`src/common/vid_stepper_regs.svh`:
```
// Register offsets, field positions, reset values and timing counts
// Assumes a 32-bit AXI4-Lite register window and a 25 MHz ref_clk
`ifndef VID_STEPPER_REGS_SVH
`define VID_STEPPER_REGS_SVH

// ==============================================================
// Register byte offsets
`define OFS_CTRL 8'h00
`define OFS_STATUS 8'h04
`define OFS_REF 8'h08
`define OFS_IRQ_STATUS 8'h0C
`define OFS_IRQ_ENABLE 8'h10
`define OFS_IRQ_CLEAR 8'h14

// ==============================================================
// Field positions and reset values
`define CTRL_SIX_BIT 0
`define CTRL_RESET 1'b0
`define IRQ_RAMP_DONE 0
`define IRQ_SOFT_DONE 1
`define IRQ_UV_FAULT 2
`define IRQ_OV_FAULT 3
`define IRQ_BITS 4
`define SIX_BIT_CODE_MASK 8'h3F

// ==============================================================
// Timing and reference scaling
`define REF_CLK_HZ 25000000
`define STEP_FAST_HZ 1000000
`define STEP_SLOW_HZ 250000
`define STEP_FAST_DIV (`REF_CLK_HZ / `STEP_FAST_HZ)
`define STEP_SLOW_DIV (`REF_CLK_HZ / `STEP_SLOW_HZ)
`define MASK_TAIL_STEPS 6'h20
`define LSB_FINE_UV 6250
`define LSB_COARSE_UV 25000
`define TRIM_UV 19000

`endif

```
`src/common/vid_stepper_pkg.sv`:
```
// Types shared by the reference stepper and its helpers
// Assumes the constants of vid_stepper_regs.svh
package vid_stepper_pkg;

    // ==============================================================
    // Sequencer states
    typedef enum logic [2:0] {
        ST_OFF = 3'b000,
        ST_SOFT = 3'b001,
        ST_IDLE = 3'b010,
        ST_CONFIRM = 3'b011,
        ST_ARMED = 3'b100,
        ST_RAMP = 3'b101
    } state_t;

endpackage

```
`src/hdl/dynamic_vid_reference_stepper.sv`:
```
// Reference stepper: confirms code changes, slews the reference, masks trips
// Assumes pins are asynchronous, comparators are analog, AXI4-Lite on ref_clk
`timescale 1ns/1ns
`include "vid_stepper_regs.svh"
module dynamic_vid_reference_stepper (
    input wire logic ref_clk,
    input wire logic reset_n,
    input wire logic [7:0] voltageSelectCode,
    input wire logic logicSupplyOk,
    input wire logic driverSupplyOk,
    input wire logic outputEnableInput,
    input wire logic underVoltCmp,
    input wire logic overVoltCmp,
    input wire logic outputInWindow,
    output logic [7:0] referenceCode,
    output logic [20:0] referenceMicrovolts,
    output logic gateDriveEnable,
    output logic lowSideClamp,
    output logic overvoltageTrip,
    output logic undervoltageTrip,
    output logic powerOkOutput,
    output logic rampInProgressFlag,
    output logic irq,
    input wire logic [7:0] s_axi_awaddr,
    input wire logic s_axi_awvalid,
    output logic s_axi_awready,
    input wire logic [31:0] s_axi_wdata,
    input wire logic [3:0] s_axi_wstrb,
    input wire logic s_axi_wvalid,
    output logic s_axi_wready,
    output logic [1:0] s_axi_bresp,
    output logic s_axi_bvalid,
    input wire logic s_axi_bready,
    input wire logic [7:0] s_axi_araddr,
    input wire logic s_axi_arvalid,
    output logic s_axi_arready,
    output logic [31:0] s_axi_rdata,
    output logic [1:0] s_axi_rresp,
    output logic s_axi_rvalid,
    input wire logic s_axi_rready
);
    typedef struct packed {
        vid_stepper_pkg::state_t state;
        logic [7:0] refCode;
        logic [7:0] target;
        logic [7:0] candidate;
        logic [5:0] maskCnt;
        logic ssDone;
        logic uvArm;
        logic uvFault;
        logic ovFault;
        logic gateEnable;
        logic lowClamp;
        logic powerOk;
        logic rampFlag;
        logic [20:0] refUv;
        logic sixBit;
        logic [`IRQ_BITS-1:0] irqStatus;
        logic [`IRQ_BITS-1:0] irqEnable;
        logic irq;
        logic awTaken;
        logic wTaken;
        logic [7:0] awAddr;
        logic [31:0] wData;
        logic [3:0] wStrb;
        logic awReady;
        logic wReady;
        logic bValid;
        logic [1:0] bResp;
        logic arReady;
        logic rValid;
        logic [31:0] rData;
        logic [1:0] rResp;
    } core_t;

    core_t s_q, s_d;
    logic [7:0] codeSync;
    logic [4:0] pinSync;
    logic stepRise;
    logic stepFall;
    logic [7:0] codeNow;
    logic enabled;
    logic masking;
    logic [`IRQ_BITS-1:0] events;
    logic [`IRQ_BITS-1:0] clearBits;

    // ==============================================================
    // One LSB toward the goal, direction from the compare
    function automatic logic [7:0] step_toward(input logic [7:0] cur, input logic [7:0] goal);
        if (goal > cur) begin
            return cur + 8'h01;
        end else if (goal < cur) begin
            return cur - 8'h01;
        end
        return cur;
    endfunction

    // Reference in microvolts; in eight-bit mode the trimmed value clamps to zero near zero to avoid wrap
    function automatic logic [20:0] to_uv(input logic [7:0] code, input logic six);
        int uv;
        uv = six ? int'(code) * `LSB_COARSE_UV : int'(code) * `LSB_FINE_UV;
        if (!six) begin
            uv = (uv > `TRIM_UV) ? uv - `TRIM_UV : 0;
        end
        return 21'(uv);
    endfunction

    // ==============================================================
    // Pin synchronisers and step clock
    pin_sync #(.WIDTH(8)) codeSyncInst (
        .ref_clk(ref_clk),
        .reset_n(reset_n),
        .pinIn(voltageSelectCode),
        .pinOut(codeSync)
    );

    pin_sync #(.WIDTH(5)) ctlSyncInst (
        .ref_clk(ref_clk),
        .reset_n(reset_n),
        .pinIn({logicSupplyOk, driverSupplyOk, outputEnableInput, underVoltCmp, overVoltCmp}),
        .pinOut(pinSync)
    );

    step_clock_divider stepDivInst (
        .ref_clk(ref_clk),
        .reset_n(reset_n),
        .slowMode(s_q.sixBit),
        .stepRise(stepRise),
        .stepFall(stepFall)
    );

    // ==============================================================
    // Whole next state of the block
    always_comb begin
        s_d = s_q;
        events = '0;
        clearBits = '0;
        codeNow = s_q.sixBit ? (codeSync & `SIX_BIT_CODE_MASK) : codeSync;
        enabled = pinSync[4] && pinSync[3] && pinSync[2];
        masking = (s_q.state == vid_stepper_pkg::ST_ARMED)
            || (s_q.state == vid_stepper_pkg::ST_RAMP) || (s_q.maskCnt != 6'h00);

        // Supply or enable loss drops everything and clears latches
        if (!enabled) begin
            s_d.state = vid_stepper_pkg::ST_OFF;
            s_d.refCode = 8'h00;
            s_d.ssDone = 1'b0;
            s_d.uvFault = 1'b0;
            s_d.ovFault = 1'b0;
            s_d.uvArm = 1'b0;
            s_d.maskCnt = 6'h00;
        end else begin
            unique case (s_q.state)
                vid_stepper_pkg::ST_OFF: begin
                    s_d.target = codeNow;
                    s_d.state = vid_stepper_pkg::ST_SOFT;
                end
                vid_stepper_pkg::ST_SOFT: begin
                    if (stepRise) begin
                        if (s_q.refCode == s_q.target) begin
                            s_d.ssDone = 1'b1;
                            s_d.state = vid_stepper_pkg::ST_IDLE;
                            events[`IRQ_SOFT_DONE] = 1'b1;
                        end else begin
                            s_d.refCode = step_toward(s_q.refCode, s_q.target);
                        end
                    end
                end
                vid_stepper_pkg::ST_IDLE: begin
                    if (stepRise && codeNow != s_q.target) begin
                        s_d.candidate = codeNow;
                        s_d.state = vid_stepper_pkg::ST_CONFIRM;
                    end
                end
                vid_stepper_pkg::ST_CONFIRM: begin
                    if (stepFall) begin
                        s_d.state = (codeNow == s_q.candidate) ? vid_stepper_pkg::ST_ARMED
                            : vid_stepper_pkg::ST_IDLE;
                    end
                end
                vid_stepper_pkg::ST_ARMED, vid_stepper_pkg::ST_RAMP: begin
                    // Code pins are not looked at here, so changes are ignored
                    if (stepRise) begin
                        s_d.target = s_q.candidate;
                        s_d.refCode = step_toward(s_q.refCode, s_q.candidate);
                        if (s_d.refCode == s_q.candidate) begin
                            s_d.state = vid_stepper_pkg::ST_IDLE;
                            s_d.maskCnt = `MASK_TAIL_STEPS;
                            events[`IRQ_RAMP_DONE] = 1'b1;
                        end else begin
                            s_d.state = vid_stepper_pkg::ST_RAMP;
                        end
                    end
                end
                default: s_d.state = vid_stepper_pkg::ST_OFF;
            endcase

            // Tail of the protection mask counts step clocks
            if (stepRise && s_q.maskCnt != 6'h00 && s_d.maskCnt == s_q.maskCnt) begin
                s_d.maskCnt = s_q.maskCnt - 6'h01;
            end

            // Undervoltage must persist across a whole step period
            if (stepRise) begin
                s_d.uvArm = pinSync[1];
                if (pinSync[1] && s_q.uvArm && !masking && !s_q.uvFault) begin
                    s_d.uvFault = 1'b1;
                    events[`IRQ_UV_FAULT] = 1'b1;
                end
            end
            if (pinSync[0] && !masking && !s_q.ovFault) begin
                s_d.ovFault = 1'b1;
                events[`IRQ_OV_FAULT] = 1'b1;
            end
        end

        // Output drive derived from the new state
        s_d.gateEnable = enabled && !s_d.uvFault && !s_d.ovFault
            && (s_d.state != vid_stepper_pkg::ST_OFF);
        s_d.lowClamp = enabled && s_d.ovFault && !s_d.uvFault;
        s_d.powerOk = enabled && s_d.ssDone && pinSync[0] == 1'b0 && outputInWindow
            && !s_d.uvFault && !s_d.ovFault && !(s_q.sixBit && masking);
        s_d.rampFlag = s_q.sixBit && masking;
        s_d.refUv = to_uv(s_d.refCode, s_q.sixBit);

        // ==========================================================
        // AXI4-Lite write: address and data in either order
        if (s_axi_awvalid && s_q.awReady) begin
            s_d.awTaken = 1'b1;
            s_d.awAddr = s_axi_awaddr;
        end
        if (s_axi_wvalid && s_q.wReady) begin
            s_d.wTaken = 1'b1;
            s_d.wData = s_axi_wdata;
            s_d.wStrb = s_axi_wstrb;
        end
        if (s_q.awTaken && s_q.wTaken && !s_q.bValid) begin
            s_d.awTaken = 1'b0;
            s_d.wTaken = 1'b0;
            s_d.bValid = 1'b1;
            s_d.bResp = 2'h0;
            unique case ({s_q.awAddr[7:2], 2'b00})
                `OFS_CTRL: begin
                    if (s_q.wStrb[0]) begin
                        s_d.sixBit = s_q.wData[`CTRL_SIX_BIT];
                    end
                end
                `OFS_IRQ_ENABLE: begin
                    if (s_q.wStrb[0]) begin
                        s_d.irqEnable = s_q.wData[`IRQ_BITS-1:0];
                    end
                end
                `OFS_IRQ_CLEAR: begin
                    if (s_q.wStrb[0]) begin
                        clearBits = s_q.wData[`IRQ_BITS-1:0];
                    end
                end
                `OFS_STATUS, `OFS_REF, `OFS_IRQ_STATUS: s_d.bResp = 2'h0;
                default: s_d.bResp = 2'h2;
            endcase
        end
        if (s_q.bValid && s_axi_bready) begin
            s_d.bValid = 1'b0;
        end
        s_d.awReady = !s_d.awTaken && !s_d.bValid;
        s_d.wReady = !s_d.wTaken && !s_d.bValid;

        // AXI4-Lite read: one outstanding, data registered
        if (s_axi_arvalid && s_q.arReady) begin
            s_d.rValid = 1'b1;
            s_d.rResp = 2'h0;
            s_d.rData = 32'h0000_0000;
            unique case ({s_axi_araddr[7:2], 2'b00})
                `OFS_CTRL: s_d.rData = {31'h0, s_q.sixBit};
                `OFS_STATUS: s_d.rData = {20'h0, s_q.gateEnable, s_q.powerOk, s_q.rampFlag,
                    s_q.ovFault, s_q.uvFault, s_q.ssDone, s_q.maskCnt != 6'h00, 2'h0,
                    s_q.state};
                `OFS_REF: s_d.rData = {8'h0, s_q.candidate, s_q.target, s_q.refCode};
                `OFS_IRQ_STATUS: s_d.rData = {28'h0, s_q.irqStatus};
                `OFS_IRQ_ENABLE: s_d.rData = {28'h0, s_q.irqEnable};
                `OFS_IRQ_CLEAR: s_d.rData = 32'h0000_0000;
                default: s_d.rResp = 2'h2;
            endcase
        end
        if (s_q.rValid && s_axi_rready) begin
            s_d.rValid = 1'b0;
        end
        s_d.arReady = !s_d.rValid;

        // Sticky events: a new event beats a clear in the same cycle
        s_d.irqStatus = (s_q.irqStatus & ~clearBits) | events;
        s_d.irq = |(s_d.irqStatus & s_d.irqEnable);
    end

    // ==============================================================
    // State register
    always_ff @(posedge ref_clk) begin
        if (!reset_n) begin
            s_q <= '0;
        end else begin
            s_q <= s_d;
        end
    end

    // Outputs straight from the state register
    assign referenceCode = s_q.refCode;
    assign referenceMicrovolts = s_q.refUv;
    assign gateDriveEnable = s_q.gateEnable;
    assign lowSideClamp = s_q.lowClamp;
    assign overvoltageTrip = s_q.ovFault;
    assign undervoltageTrip = s_q.uvFault;
    assign powerOkOutput = s_q.powerOk;
    assign rampInProgressFlag = s_q.rampFlag;
    assign irq = s_q.irq;
    assign s_axi_awready = s_q.awReady;
    assign s_axi_wready = s_q.wReady;
    assign s_axi_bvalid = s_q.bValid;
    assign s_axi_bresp = s_q.bResp;
    assign s_axi_arready = s_q.arReady;
    assign s_axi_rvalid = s_q.rValid;
    assign s_axi_rdata = s_q.rData;
    assign s_axi_rresp = s_q.rResp;
endmodule

```
`src/hdl/pin_sync.sv`:
```
// Two-flop synchroniser for a group of pin inputs
// Assumes inputs are asynchronous to ref_clk and quasi-static per bit
`timescale 1ns/1ns
module pin_sync #(
    parameter int WIDTH = 1
) (
    input wire logic ref_clk,
    input wire logic reset_n,
    input wire logic [WIDTH-1:0] pinIn,
    output logic [WIDTH-1:0] pinOut
);
    typedef struct packed {
        logic [WIDTH-1:0] meta;
        logic [WIDTH-1:0] stable;
    } sync_t;

    sync_t s_q, s_d;

    // ==============================================================
    // Next state: first stage feeds only the second stage
    always_comb begin
        s_d = s_q;
        s_d.meta = pinIn;
        s_d.stable = s_q.meta;
    end

    // Registers
    always_ff @(posedge ref_clk) begin
        if (!reset_n) begin
            s_q <= '0;
        end else begin
            s_q <= s_d;
        end
    end

    assign pinOut = s_q.stable;
endmodule

```
`src/hdl/step_clock_divider.sv`:
```
// Step clock made of rise and fall enable pulses derived from ref_clk
// Assumes ref_clk at 25 MHz; slowMode picks the slower step rate
`timescale 1ns/1ns
`include "vid_stepper_regs.svh"
module step_clock_divider #(
    parameter int FAST_DIV = `STEP_FAST_DIV,
    parameter int SLOW_DIV = `STEP_SLOW_DIV
) (
    input wire logic ref_clk,
    input wire logic reset_n,
    input wire logic slowMode,
    output logic stepRise,
    output logic stepFall
);
    typedef struct packed {
        logic [7:0] cnt;
        logic rise;
        logic fall;
    } div_t;

    div_t s_q, s_d;
    logic [7:0] lastCnt;
    logic [7:0] halfCnt;

    // ==============================================================
    // Period end and mid point for the selected rate
    always_comb begin
        lastCnt = slowMode ? 8'(SLOW_DIV - 1) : 8'(FAST_DIV - 1);
        halfCnt = slowMode ? 8'(SLOW_DIV / 2) : 8'(FAST_DIV / 2);
        s_d = s_q;
        s_d.cnt = (s_q.cnt >= lastCnt) ? 8'h00 : s_q.cnt + 8'h01;
        s_d.rise = (s_d.cnt == 8'h00);
        s_d.fall = (s_d.cnt == halfCnt);
    end

    // Registers
    always_ff @(posedge ref_clk) begin
        if (!reset_n) begin
            s_q <= '0;
        end else begin
            s_q <= s_d;
        end
    end

    assign stepRise = s_q.rise;
    assign stepFall = s_q.fall;
endmodule
```
`config.mk`:
```
export PLATFORM = sky130hd
export DESIGN_NAME = dynamic_vid_reference_stepper
export DESIGN_NICKNAME = d
export VERILOG_FILES = /design/src/common/vid_stepper_pkg.sv /design/src/hdl/dynamic_vid_reference_stepper.sv /design/src/hdl/pin_sync.sv /design/src/hdl/step_clock_divider.sv
export VERILOG_INCLUDE_DIRS = /design/src /design/src/common
export SDC_FILE = /design/constraint.sdc
export NUM_CORES = 1
export LEC_CHECK = 0
export BUFFER_PORTS_ARGS = -buffer_cell sky130_fd_sc_hd__buf_2
export CAP_MARGIN = 20
export CORE_MARGIN = 1.5
export CORE_UTILIZATION = 45
export DETAILED_ROUTE_END_ITERATION = 6
export PLACE_DENSITY = 0.66
export SETUP_SLACK_MARGIN = 0.15
export SYNTH_ARGS = -nofsm -noshare
export SYNTH_HDL_FRONTEND = slang
export SYNTH_SLANG_ARGS = --single-unit
```
`constraint.sdc`:
```
create_clock -name ref_clk -period 11.46 [get_ports ref_clk]
set_clock_uncertainty 0.1 [all_clocks]
set_input_delay 2.292 -clock ref_clk [delete_from_list [all_inputs] [get_ports ref_clk]]
set_output_delay 2.292 -clock ref_clk [all_outputs]
set_load 0.005 [all_outputs]
```
; Word-level counts from Yosys, hierarchy flattened
; Index checks and enable logic that the tools add are counted.
[totals]
register_bits = 164
in_bits = 73
out_inout_bits = 77
word_cells = 214
[classes]
n_addsub = 5
n_mul = 2
n_lt_le_gt_ge = 6
eq_ne = 22
mux = 77
bitwise_logic = 5
reduce_logical = 59
[op_table]
columns = operator, n
row1 = case mux 24 bit (5 select lines), 1
row2 = 2-to-1 mux 8 bit, 12
row3 = 2-to-1 mux 21 bit, 2
row4 = multiplier 8 x 12 -> 20 bit (second input constant), 2
row5 = 2-to-1 mux 6 bit, 6
row6 = 2-to-1 mux 35 bit, 1
row7 = == test 8 bit, 4
row8 = 2-to-1 mux 4 bit, 8
row9 = case mux 8 bit (2 select lines), 2
row10 = logical AND 1 bit, 31
row11 = 2-to-1 mux 1 bit, 29
row12 = == test 6 x 2 -> 1 bit (second input constant), 4
row13 = == test 6 x 3 -> 1 bit (second input constant), 4
row14 = > comparator 23 x 15 -> 1 bit (second input constant), 1
row15 = 2-to-1 mux 23 bit, 1
row16 = 2-to-1 mux 11 bit, 2
row17 = subtractor 21 x 15 -> 21 bit (second input constant), 1
row18 = 2-to-1 mux 19 bit, 1
row19 = 2-to-1 mux 3 bit, 6
row20 = adder 8 x 1 -> 8 bit (second input constant), 2
row21 = > comparator 8 bit, 2
row22 = < comparator 8 bit, 2
row23 = case mux 3 bit (5 select lines), 1
row24 = == test 6 x 1 -> 1 bit (second input constant), 2
row25 = 28 further kinds, 49

; Longest topological paths before layout
; Gate-level depths: netlist of the first run.
[logic_depth]
depth_word = 20
depth_mapped = 29
depth_no_buf = 27

; Hierarchy
; Synthesis of the first run repeated with hierarchy kept, for this count alone.
[hier_totals]
hier_cells = 1239
hier_area_um2 = 10323.7
[modules_own_cells]
columns = mod, instances, cells_each, area_per_inst_um2, seq_area_each_um2
row1 = dynamic_vid_reference_stepper, 1, 1108, 8882.3, 2302.2
row2 = step_clock_divider, 1, 78, 732.0, 200.2
row3 = pin_sync at codeSyncInst, 1, 33, 446.7, 320.3
row4 = pin_sync at ctlSyncInst, 1, 20, 262.8, 200.2

; Worst setup path after synthesis of the first run
; OpenSTA, ideal clock, no wires.
[synth_path]
path_kind = flip-flop to flip-flop
start = register s_q, in the netlist referenceCode[5]
end = register s_q, in the netlist referenceMicrovolts[4]
setup_ns = 0.136
arrival_ns = 6.704
required_ns = 11.224
path_slack_ns = 4.519
path_stages_with_launch = 30
path_buffers = 3
synth_period_minus_slack_ns = 6.941
cell_sequence = dfxtp_1 > clkbuf_1 > inv_1 > ha_1 > a21oi_1 > o21ai_1 > clkbuf_1 > or3_4 > a21oi_1 > o211a_1 > nor2b_1 > o22ai_1 > and2_1 > ha_1 > ha_1 > inv_1 > fa_1 > inv_1 > fa_1 > ha_1 > a211oi_2 > o21ai_2 > mux2i_1 > or2_1 > o31a_1 > nor4_2 > a21oi_2 > o31ai_4 > buf_6 > a21oi_1
[synth_rtl]
columns = element, line
row1 = start: declaration, dynamic_vid_reference_stepper.sv:76  ; core_t s_q, s_d;
row2 = start signal: assignment, dynamic_vid_reference_stepper.sv:299  ; s_q <= '0;
row3 = start signal: assignment, dynamic_vid_reference_stepper.sv:301  ; s_q <= s_d;

==> out/qor.tcl, run 1 <==
set qor(crit_path_frequent_cell) {ha_1}
set qor(vias) 8915
set qor(min_period_over_period_pct) 72.83
set qor(ys_dominant_reg_cell) {dfxtp_1}
set qor(clock_tree.root_cell) {clkbuf_16}
set qor(place_area_mm2) 0.01045
set qor(gr_ovfl_total) 0
set qor(synth_top_cell_by_area) {dfxtp_1}
set qor(tritoncts_clock_tree) {yes}
set qor(setup_ws_ns) 3.114
set qor(worst_setup_path_start_kind) {flop}
set qor(setup_repair_after_global_routing_missed_its_margin) {no}
set qor(postCtsHoldBufs) 0
set qor(antenna_left) 0
set qor(p_per_area_mw_per_mm2) 102.5
set qor(detail_route.wl_per_cell_um) 17.52
set qor(setup-violations-final) 0
set qor(timing_hold_violations_final) 0
set qor(route.final.wire_length_mm) 26.81
set qor(postSynthAreaPerCell_um2) 8.378
set qor(end_kind) {flop}
set qor(syn-instance-count) 1214
set qor(class_of_the_tightest_hold_or_removal_check) {flop to flop}
set qor(largest_net_degree_at_the_start_of_global_routing) 71
set qor(pin_count) 150
set qor(postCtsSetupBuffers) 0
set qor(arr_time_crit_path_ns) 8.52
set qor(critPathRequiredTime_ns) 11.64
set qor(antenna_cells) 0
set qor(vdd.ir_drop.worst_v) 0.00008885
set qor(ctsLongestPathBuffers) 2
set qor(worst_setup_slack_after_placement_ns) 3.291
set qor(timing.final.crit_period_ns) 8.346
set qor(grt_pass1_wl_mm) 43.22
set qor(synth_edf_count) 0
set qor(final_area_mm2) 0.01101
set qor(synth.most_common_cell) {dfxtp_1}
set qor(drc) 0
set qor(critPathSlowestCell) {o21ai_1}
set qor(yosysWarnings) 0
set qor(max_cap_viol_count) 0
set qor(initial_utilization_pct) 46.18
set qor(place.port_buffers) 103
set qor(outcome) {complete, no violations}
set qor(die_w_um) 153.3
set qor(postSynthRegisterBits) 151
set qor(worstSetupPathType) {flop to flop}
set qor(clock.fmax_mhz) 119.8
set qor(cts_resized) 0
set qor(cts_max_level) 4
set qor(fp.dieArea_mm2) 0.02351
set qor(critical-path-max-stage-delay_ns) 0.68
set qor(die_y_um) 153.3
set qor(core_mm2) 0.02203
set qor(nNetsFinal) 1404
set qor(clk_pin_slew_worst_paths_ns) 0.07
set qor(setup-tns-final_ns) 0
set qor(synthArstFlopShare_pct) 0
set qor(hpwlAfterDp_mm) 19.62
set qor(detailedRoute.firstPassIterationCount) 5
set qor(global_route.usage.total_pct) 22.86
set qor(slew_violations) 0
set qor(yosysUniqueCellTypes) 102
set qor(cts-buffers-inserted) 17
set qor(drtIter0Drc) 781
set qor(vias_in_the_first_global_route) 8370
set qor(synthTopCellsByArea) {dfxtp_1 30%, ha_1 10%, buf_4 4.8%, a21oi_1 4.7%, nor2_1 4.2%}
set qor(leakagePower_nw) 4.893
set qor(vias_per_cell) 5.827
set qor(final_layout_size_suffix_gt1_share_pct) 15.04
set qor(clk_sink_count) 151
set qor(clkLatencyLatePin_ns) 0.43
set qor(slew-limit-headroom_pct) 30.44
set qor(synthTopCellsByCount) {151 x dfxtp_1, 115 x nor2_1, 95 x a21oi_1}
set qor(max_fo_critical_path) 12
set qor(area_growth_pct) 8.242
set qor(globalplace.congestion) 0.9062
set qor(rows) 54
set qor(synth_top_area_share_pct) 29.72
set qor(worst_slew_pin_tran_ns) 1.041
set qor(seq_area_frac_synth_pct) 29.72
set qor(reg2reg_setup_slack_ns) 3.11
set qor(cell_area_after_synthesis_mm2) 0.01017
set qor(antenna_found_initial) 0
[cells in the final DEF (no fill, tap or decap), types with 34 or more instances in the layout]
cell,instances
inv_1,43
nand3_1,61
and2_1,39
a21oi_1,95
ha_1,81
buf_2,103
dfxtp_1,150
xnor2_1,34
nor2_1,115
nand2_1,88
[worst max-delay path: cells and delay by family (launching register included)]
kind | cells | cell delay, ns
flip-flops | 1 | 0.53
adder cells (fa/ha/maj) | 6 | 2.43
AO/OA/AOI/OAI | 11 | 2.88
AND/OR/NAND/NOR | 4 | 0.90
multiplexers | 1 | 0.23
buffers and inverters | 3 | 0.48
XOR/XNOR | 1 | 0.63
[state kept, by name, summed over array words and instances (netlist names), 5 cells and up]
signal and count:
codeSyncInst.s_d 8, s_axi_rdata 24, ctlSyncInst.s_d 5, stepDivInst.s_q 8, referenceCode 8, referenceMicrovolts 20
ctlSyncInst.pinOut 5, s_q 49, codeSyncInst.pinOut 8
[kinds of logic after synthesis]
kind of cell / synth area share [%]
adder cells (fa/ha/maj): 12.33
other: 0.03687
AND/OR/NAND/NOR: 21.28
buffers and inverters: 8.537
flip-flops: 29.72
multiplexers: 3.260
AO/OA/AOI/OAI: 19.93
XOR/XNOR: 4.908
[per-layer routing]
| metal | track usage, % | share of wire (%) |
|---|---|---|
| met4 | 8.137 | 2.0 |
| met5 | 0 | 0 |
| met2 | 35.54 | 44 |
| met3 | 3.572 | 6.4 |
| met1 | 32.07 | 47 |
[report_power, final]
| group | switching [mW] | internal [mW] |
|---|---|---|
| clock | 0.250 | 0.289 |
| combinational | 0.0284 | 0.0181 |
| sequential | 0.00875 | 0.534 |
[through the flow]
step,power [mW],utilization (%),hold WS (ns),std cells
after global routing,1.164,49.98,0.3492,1530
final,1.128,49.98,0.3323,1530
after detailed placement,0.6009,47.46,0.3169,1499
after floorplan,0.5853,-,0.3119,1224
after CTS,1.136,49.98,0.3317,1530
after global placement,0.5995,47.46,0.3185,1499
[path summary, 6_finish.rpt]
| path | cells past startpoint | startpoint | endpoint |
|---|---|---|---|
| min | 1 | codeSyncInst.s_d[2] | codeSyncInst.pinOut[2] |
| max reg2reg | 26 | referenceCode[6] | referenceMicrovolts[19] |
| max | 26 | referenceCode[6] | referenceMicrovolts[19] |
| min reg2reg | 1 | codeSyncInst.s_d[2] | codeSyncInst.pinOut[2] |
[layout make-up]
| cell class | instances | area [um2] |
|---|---|---|
| clock buffer | 18 | 439.2 |
| clock inverter | 13 | 117.6 |
| fill | 2153 | 11020 |
| inverter | 46 | 172.7 |
| multi-input combinational | 911 | 6330 |
| sequential | 151 | 3024 |
| tap | 280 | 350.3 |
| timing repair buffer | 111 | 575.6 |
Note: power is estimated with default switching activity, not from simulation.
==> inputs of run 2 (changes only) <==
--- a/config.mk
+++ b/config.mk
@@ -11,7 +11,7 @@
 export CORE_MARGIN = 1.5
 export CORE_UTILIZATION = 45
 export DETAILED_ROUTE_END_ITERATION = 6
-export PLACE_DENSITY = 0.66
+export PLACE_DENSITY = 0.69
 export SETUP_SLACK_MARGIN = 0.15
 export SYNTH_ARGS = -nofsm -noshare
 export SYNTH_HDL_FRONTEND = slang
==> constraint.sdc (replaced) <==
create_clock -name ref_clk -period 7.1 [get_ports ref_clk]
set_clock_uncertainty 0.1 [all_clocks]
set_input_delay 1.42 -clock ref_clk [delete_from_list [all_inputs] [get_ports ref_clk]]
set_output_delay 1.42 -clock ref_clk [all_outputs]
set_load 0.005 [all_outputs]
==> run 2 against run 1 <==
  * Wire length rose by 6.6%
  * Register-to-register slack worse by 2.8 ns
  * Non-clock buffer count up 109
  * Clock power rose by 77%
  * Setup slack worse by 2.8 ns
  * Power is 69% higher
  * Count of clock-buffer cells in the layout stayed put
  * Fmax is 24% higher
  * Largest cell class unchanged
  * Largest power group is now the clock network
  * Highest routed layer unchanged
==> out/qor.tcl, run 2 (synthesis results as in run 1) <==
set qor(outcome) {complete, no violations}
set qor(end_kind) {flop}
set qor(worst_setup_path_start_kind) {flop}
set qor(worst_slew_pin_tran_ns) 0.8484
set qor(most_common_cell_after_layout_fill_and_taps_aside) {dfxtp_1}
set qor(finish.cell_count_without_fillers) 1640
set qor(critical-path-max-stage-delay_ns) 0.52
set qor(timing.reg2reg.worst_path_depth) 30
set qor(die_w_um) 153.3
set qor(worstSetupPathType) {flop to flop}
set qor(clk_sink_count) 151
set qor(crit_path_frequent_cell) {ha_4}
set qor(fp.dieArea_mm2) 0.02351
set qor(postCtsHoldBufs) 0
set qor(die_y_um) 153.3
set qor(vdd.ir_drop.worst_v) 0.0001376
set qor(drc) 0
set qor(vias_in_the_first_global_route) 8626
set qor(clock_tree.root_cell) {clkbuf_16}
set qor(comb_power_share_pct) 3.9
set qor(largest_register_ffs) 49
set qor(class_of_the_tightest_hold_or_removal_check) {flop to flop}
set qor(cts-buffers-inserted) 17
set qor(slew_violations) 0
set qor(detail_route.wl_per_cell_um) 17.43
set qor(final_layout_size_suffix_gt1_share_pct) 27.79
set qor(cell_depth_of_the_worst_hold_path) 1
set qor(globalplace.congestion) 0.9531
set qor(min_period_over_period_pct) 94.97
set qor(p_per_area_mw_per_mm2) 153.2
set qor(antenna_left) 0
set qor(total_switching_power_mw) 0.4700
set qor(grt_pass1_wl_mm) 44.71
set qor(vias_per_cell) 5.737
set qor(critPathSlowestCell) {fa_1}
set qor(tritoncts_clock_tree) {yes}
set qor(timing.final.crit_period_ns) 6.743
set qor(p_int_mw) 1.437
set qor(clock.fmax_mhz) 148.3
set qor(timing_hold_violations_final) 0
set qor(max_cap_viol_count) 0
set qor(antenna_cells) 0
set qor(rows) 54
set qor(initial_utilization_pct) 46.18
set qor(finalCoreUtilization_pct) 56.52
set qor(r2r_end) {referenceMicrovolts[15]}
set qor(gr_ovfl_total) 0
set qor(slew-limit-headroom_pct) 43.30
set qor(ctsLongestPathBuffers) 2
set qor(max_flop_register) {s_q}
set qor(area_growth_pct) 22.40
set qor(post-place-cells) 1592
set qor(antenna_found_initial) 0
set qor(max_fo_critical_path) 5
set qor(swShare_pct) 24.64
set qor(global_route.usage.total_pct) 23.69
set qor(core_mm2) 0.02203
set qor(detailedRoute.firstPassIterationCount) 5
set qor(drtIter0Drc) 767
set qor(reg2reg_setup_slack_ns) 0.36
set qor(leakagePower_nw) 5.580
set qor(route.final.wire_length_mm) 28.59
set qor(vias) 9409
set qor(seq_power_share_pct) 46.0
set qor(setup_repair_after_global_routing_missed_its_margin) {no}
set qor(hpwlAfterDp_mm) 21.06
set qor(critPathRequiredTime_ns) 7.32
set qor(arr_time_crit_path_ns) 6.96
set qor(part_of_the_total_power_dissipated_in_the_clock_network_pct) 50.1
set qor(largest_net_degree_at_the_start_of_global_routing) 62
set qor(mostFrequentLayoutCells) {144 x dfxtp_1, 114 x nor2_1, 112 x buf_4, 103 x buf_2, 88 x nand2_1}
set qor(hold_path_startpoint) {codeSyncInst.s_d[1]}
set qor(clkLatencyLatePin_ns) 0.43
set qor(cts_max_level) 4
set qor(min_to) {codeSyncInst.pinOut[1]}
set qor(rr_startpoint) {referenceCode[1]}
set qor(pin_count) 150
set qor(place.port_buffers) 103
set qor(nNetsFinal) 1513
set qor(setup-violations-final) 0
set qor(clk_pin_slew_worst_paths_ns) 0.07
-- run 2: what timing repair did --
action / CTS / global route
gates cloned: 0 / 1
pin swaps: 6 / 36
setup endpoints to repair: 20 / 20
endpoints found under the hold margin: 0 / 0
gates resized for setup: 12 / 91
buffers inserted: 3 / 12
-- run 2: worst max-delay path: cells and delay by family, from the launching register on --
family          cells  cell delay [ns]
fa+ha+maj           6             1.99
flops               1             0.35
compound gates     11             2.25
simple gates        7             1.23
buf+inv             6             0.70
-- run 2: cell type report --
cell class                 instances  area, um2
multi-input combinational        911       6829
tap                              280      350.3
inverter                          46      180.2
clock inverter                    14      183.9
clock buffer                      18      439.2
timing repair buffer             220       1435
sequential                       151       3032
fill                            1981       9577
-- run 2: power groups by stage --
stage | logic (mW) | registers (mW) | clock network (mW)
2_1_floorplan | 0.0542 | 0.891 | 0
3_5_place_dp | 0.0730 | 0.896 | 0
3_3_place_gp | 0.0720 | 0.896 | 0
4_1_cts | 0.0734 | 0.877 | 0.969
5_1_grt | 0.0839 | 0.879 | 1.00
6_report | 0.0738 | 0.878 | 0.956
-- run 2: worst max-delay path by stage --
stage	depth (start not counted)	end	start	slack, ns
2_1_floorplan	29	referenceMicrovolts[4]	referenceCode[5]	0.16
3_3_place_gp	25	referenceMicrovolts[10]	referenceCode[6]	0.05
3_5_place_dp	25	referenceMicrovolts[10]	referenceCode[6]	-0.03
4_1_cts	27	referenceMicrovolts[14]	referenceCode[6]	0.16
5_1_grt	29	referenceMicrovolts[15]	referenceCode[6]	0.11
6_report	30	referenceMicrovolts[15]	referenceCode[1]	0.36
-- run 2: stage by stage --
stage                     area [um2]  power (mW)  setup TNS (ns)  setup slack, ns  hold slack [ns]
after floorplan                10210      0.9448               0           0.1592           0.3119
after global placement         11160      0.9679               0          0.05237           0.3158
after detailed placement       11160      0.9695        -0.02631         -0.02631           0.3184
after CTS                      11870       1.920               0           0.1561           0.3334
after global routing           12450       1.968               0           0.1144           0.3391
final                          12450       1.907               0           0.3568           0.3288
-- run 2: metal layers --
layer	track usage (%)	vias to the layer above	part of all wire [%]
li1	-	4540	-
met1	34.09	4479	47
met2	35.58	334	43
met3	4.225	56	7.0
met4	7.952	0	2.2
met5	0	-	0
==> inputs of run 3 (changes only) <==
--- a/config.mk
+++ b/config.mk
@@ -9,9 +9,9 @@
 export BUFFER_PORTS_ARGS = -buffer_cell sky130_fd_sc_hd__buf_2
 export CAP_MARGIN = 20
 export CORE_MARGIN = 1.5
-export CORE_UTILIZATION = 45
+export CORE_UTILIZATION = 40
 export DETAILED_ROUTE_END_ITERATION = 6
-export PLACE_DENSITY = 0.69
+export PLACE_DENSITY_LB_ADDON = 0.05
 export SETUP_SLACK_MARGIN = 0.15
 export SYNTH_ARGS = -nofsm -noshare
 export SYNTH_HDL_FRONTEND = slang
==> constraint.sdc (replaced) <==
create_clock -name ref_clk -period 8.6 [get_ports ref_clk]
set_clock_uncertainty 0.1 [all_clocks]
set_input_delay 1.72 -clock ref_clk [delete_from_list [all_inputs] [get_ports ref_clk]]
set_output_delay 1.72 -clock ref_clk [all_outputs]
set_load 0.005 [all_outputs]
==> run 3 against run 2 <==
  * Sequential share of layout area grew 2.6 points
  * Combinational power shrank 14%
  * Cell area shrank 9.8%
  * Clock power shrank 20%
  * Critical endpoint is now referenceMicrovolts[4]
  * Largest cell class unchanged
  * Highest routed layer unchanged
==> out/qor.tcl, run 3 (synthesis results as in run 1) <==
set qor(detailedRoute.firstPassIterationCount) 5
set qor(core_mm2) 0.02504
set qor(final_layout_size_suffix_gt1_share_pct) 16.10
set qor(grt_pass1_wl_mm) 45.93
set qor(critPathSlowestCell) {xnor2_1}
set qor(drtIter0Drc) 736
set qor(largest_net_degree_at_the_start_of_global_routing) 68
set qor(place.port_buffers) 103
set qor(most_common_cell_after_layout_fill_and_taps_aside) {dfxtp_1}
set qor(crit_path_frequent_cell) {ha_1}
set qor(area_growth_pct) 10.43
set qor(max_fo_critical_path) 12
set qor(timing.reg2reg.worst_path_depth) 26
set qor(critical-path-max-stage-delay_ns) 0.60
set qor(globalplace.congestion) 0.8977
set qor(critical_path_cell_count) 26
set qor(post-place-cells) 1566
set qor(route.final.wire_length_mm) 29.07
set qor(p_per_area_mw_per_mm2) 137.8
set qor(end_kind) {flop}
set qor(worstSetupPathType) {flop to flop}
set qor(timing.final.crit_period_ns) 7.657
set qor(crit_end) {referenceMicrovolts[4]}
set qor(critPathRequiredTime_ns) 8.76
set qor(detail_route.wl_per_cell_um) 18.20
set qor(clkLatencyLatePin_ns) 0.43
set qor(cts_resized) 0
set qor(min_period_over_period_pct) 89.04
set qor(setup_repair_after_global_routing_missed_its_margin) {no}
set qor(design_power_total_mw) 1.548
set qor(vdd.ir_drop.worst_v) 0.0001221
set qor(antenna_left) 0
set qor(tritoncts_clock_tree) {yes}
set qor(largest_register_ffs) 49
set qor(path_delay_family) {compound AO/OA/AOI/OAI gates}
set qor(nNetsFinal) 1421
set qor(gr_ovfl_total) 0
set qor(hpwlAfterDp_mm) 21.94
set qor(clock.fmax_mhz) 130.6
set qor(vias_in_the_first_global_route) 8229
set qor(rows) 58
set qor(leakagePower_nw) 4.996
set qor(setup-violations-final) 0
set qor(die_y_um) 162.5
set qor(clock_tree.root_cell) {clkbuf_16}
set qor(cts-buffers-inserted) 17
set qor(fp.dieArea_mm2) 0.02639
set qor(clk_pin_slew_worst_paths_ns) 0.07
set qor(crit_buf_inv) 3
set qor(arr_time_crit_path_ns) 7.82
set qor(slew-limit-headroom_pct) 38.36
set qor(worst_slew_pin_tran_ns) 0.9161
set qor(timing_hold_violations_final) 0
set qor(clk_sink_count) 151
set qor(worst_setup_slack_after_placement_ns) 0.9890
set qor(reg2reg_setup_slack_ns) 0.94
set qor(postCtsHoldBufs) 0
set qor(vias_per_cell) 5.477
set qor(worst_setup_path_start_kind) {flop}
set qor(final_area_mm2) 0.01123
set qor(postCtsSetupBuffers) 0
set qor(max_cap_viol_count) 0
set qor(class_of_the_tightest_hold_or_removal_check) {flop to flop}
set qor(global_route.usage.total_pct) 22.38
set qor(slew_violations) 0
set qor(rr_startpoint) {referenceCode[6]}
set qor(place_area_mm2) 0.01065
set qor(antenna_cells) 0
set qor(pin_count) 150
set qor(ctsLongestPathBuffers) 2
set qor(finish.cell_count_without_fillers) 1597
set qor(setup-tns-final_ns) 0
set qor(drc) 0
set qor(die_w_um) 162.5
set qor(vias) 8746
set qor(outcome) {complete, no violations}
set qor(r2r_end) {referenceMicrovolts[4]}
set qor(mostFrequentLayoutCells) {150 x dfxtp_1, 115 x nor2_1, 103 x buf_2, 95 x a21oi_1, 88 x nand2_1}
set qor(max_flop_register) {s_q}
set qor(setup_ws_ns) 0.9425
set qor(cts_max_level) 4
set qor(setup.worst_path.start) {referenceCode[6]}
set qor(antenna_found_initial) 0
set qor(initial_utilization_pct) 40.62
==> run 3: metal layers <==
metal,global-route usage [%],share of wire [%],wire (um)
met5,0,0,0
met4,6.380,1.6,473
met3,3.056,3.6,1047
met2,35.49,45,13090
met1,31.62,50,14460
==> run 3: power by group <==
part,switching (mW),internal (mW),total (mW),leakage [nW]
Combinational,0.0389,0.0243,0.0632,3.49
Sequential,0.0115,0.712,0.723,1.23
Clock,0.350,0.412,0.761,0.285
==> run 3: final cells by class <==
type	instances	area, um2
well taps	330	412.9
repair buffers	128	703.2
inverters	46	172.7
fillers	2557	13800
flip-flops and latches	151	3024
clock inverters	14	158.9
clock buffers	17	425.4
multi-input cells	911	6335
==> run 3: worst reg2reg max path, delay by kind of cell (launching register included) <==
family	cells	cell delay, ns
XOR/XNOR	1	0.60
AO/OA/AOI/OAI	11	2.41
multiplexers	1	0.24
adder cells (fa/ha/maj)	6	2.39
buffers and inverters	3	0.38
flip-flops	1	0.33
AND/OR/NAND/NOR	4	1.07
==> run 3: per-stage QoR <==
stage | hold WS (ns) | utilization, %
floorplan | 0.3119 | -
global placement | 0.3143 | 42.53
detailed placement | 0.3191 | 42.53
CTS | 0.3337 | 44.86
global route | 0.3445 | 44.86
finish | 0.3262 | 44.86
==> run 3: worst min path at each step <==
stage	start	endpoint	slack (ns)	depth (start not counted)
2_1_floorplan	codeSyncInst.s_d[0]	codeSyncInst.pinOut[0]	0.31	1
3_3_place_gp	ctlSyncInst.s_d[4]	ctlSyncInst.pinOut[4]	0.31	1
3_5_place_dp	codeSyncInst.s_d[7]	codeSyncInst.pinOut[7]	0.32	1
4_1_cts	codeSyncInst.s_d[2]	codeSyncInst.pinOut[2]	0.33	1
5_1_grt	ctlSyncInst.s_d[0]	ctlSyncInst.pinOut[0]	0.34	1
6_report	codeSyncInst.s_d[1]	codeSyncInst.pinOut[1]	0.33	1
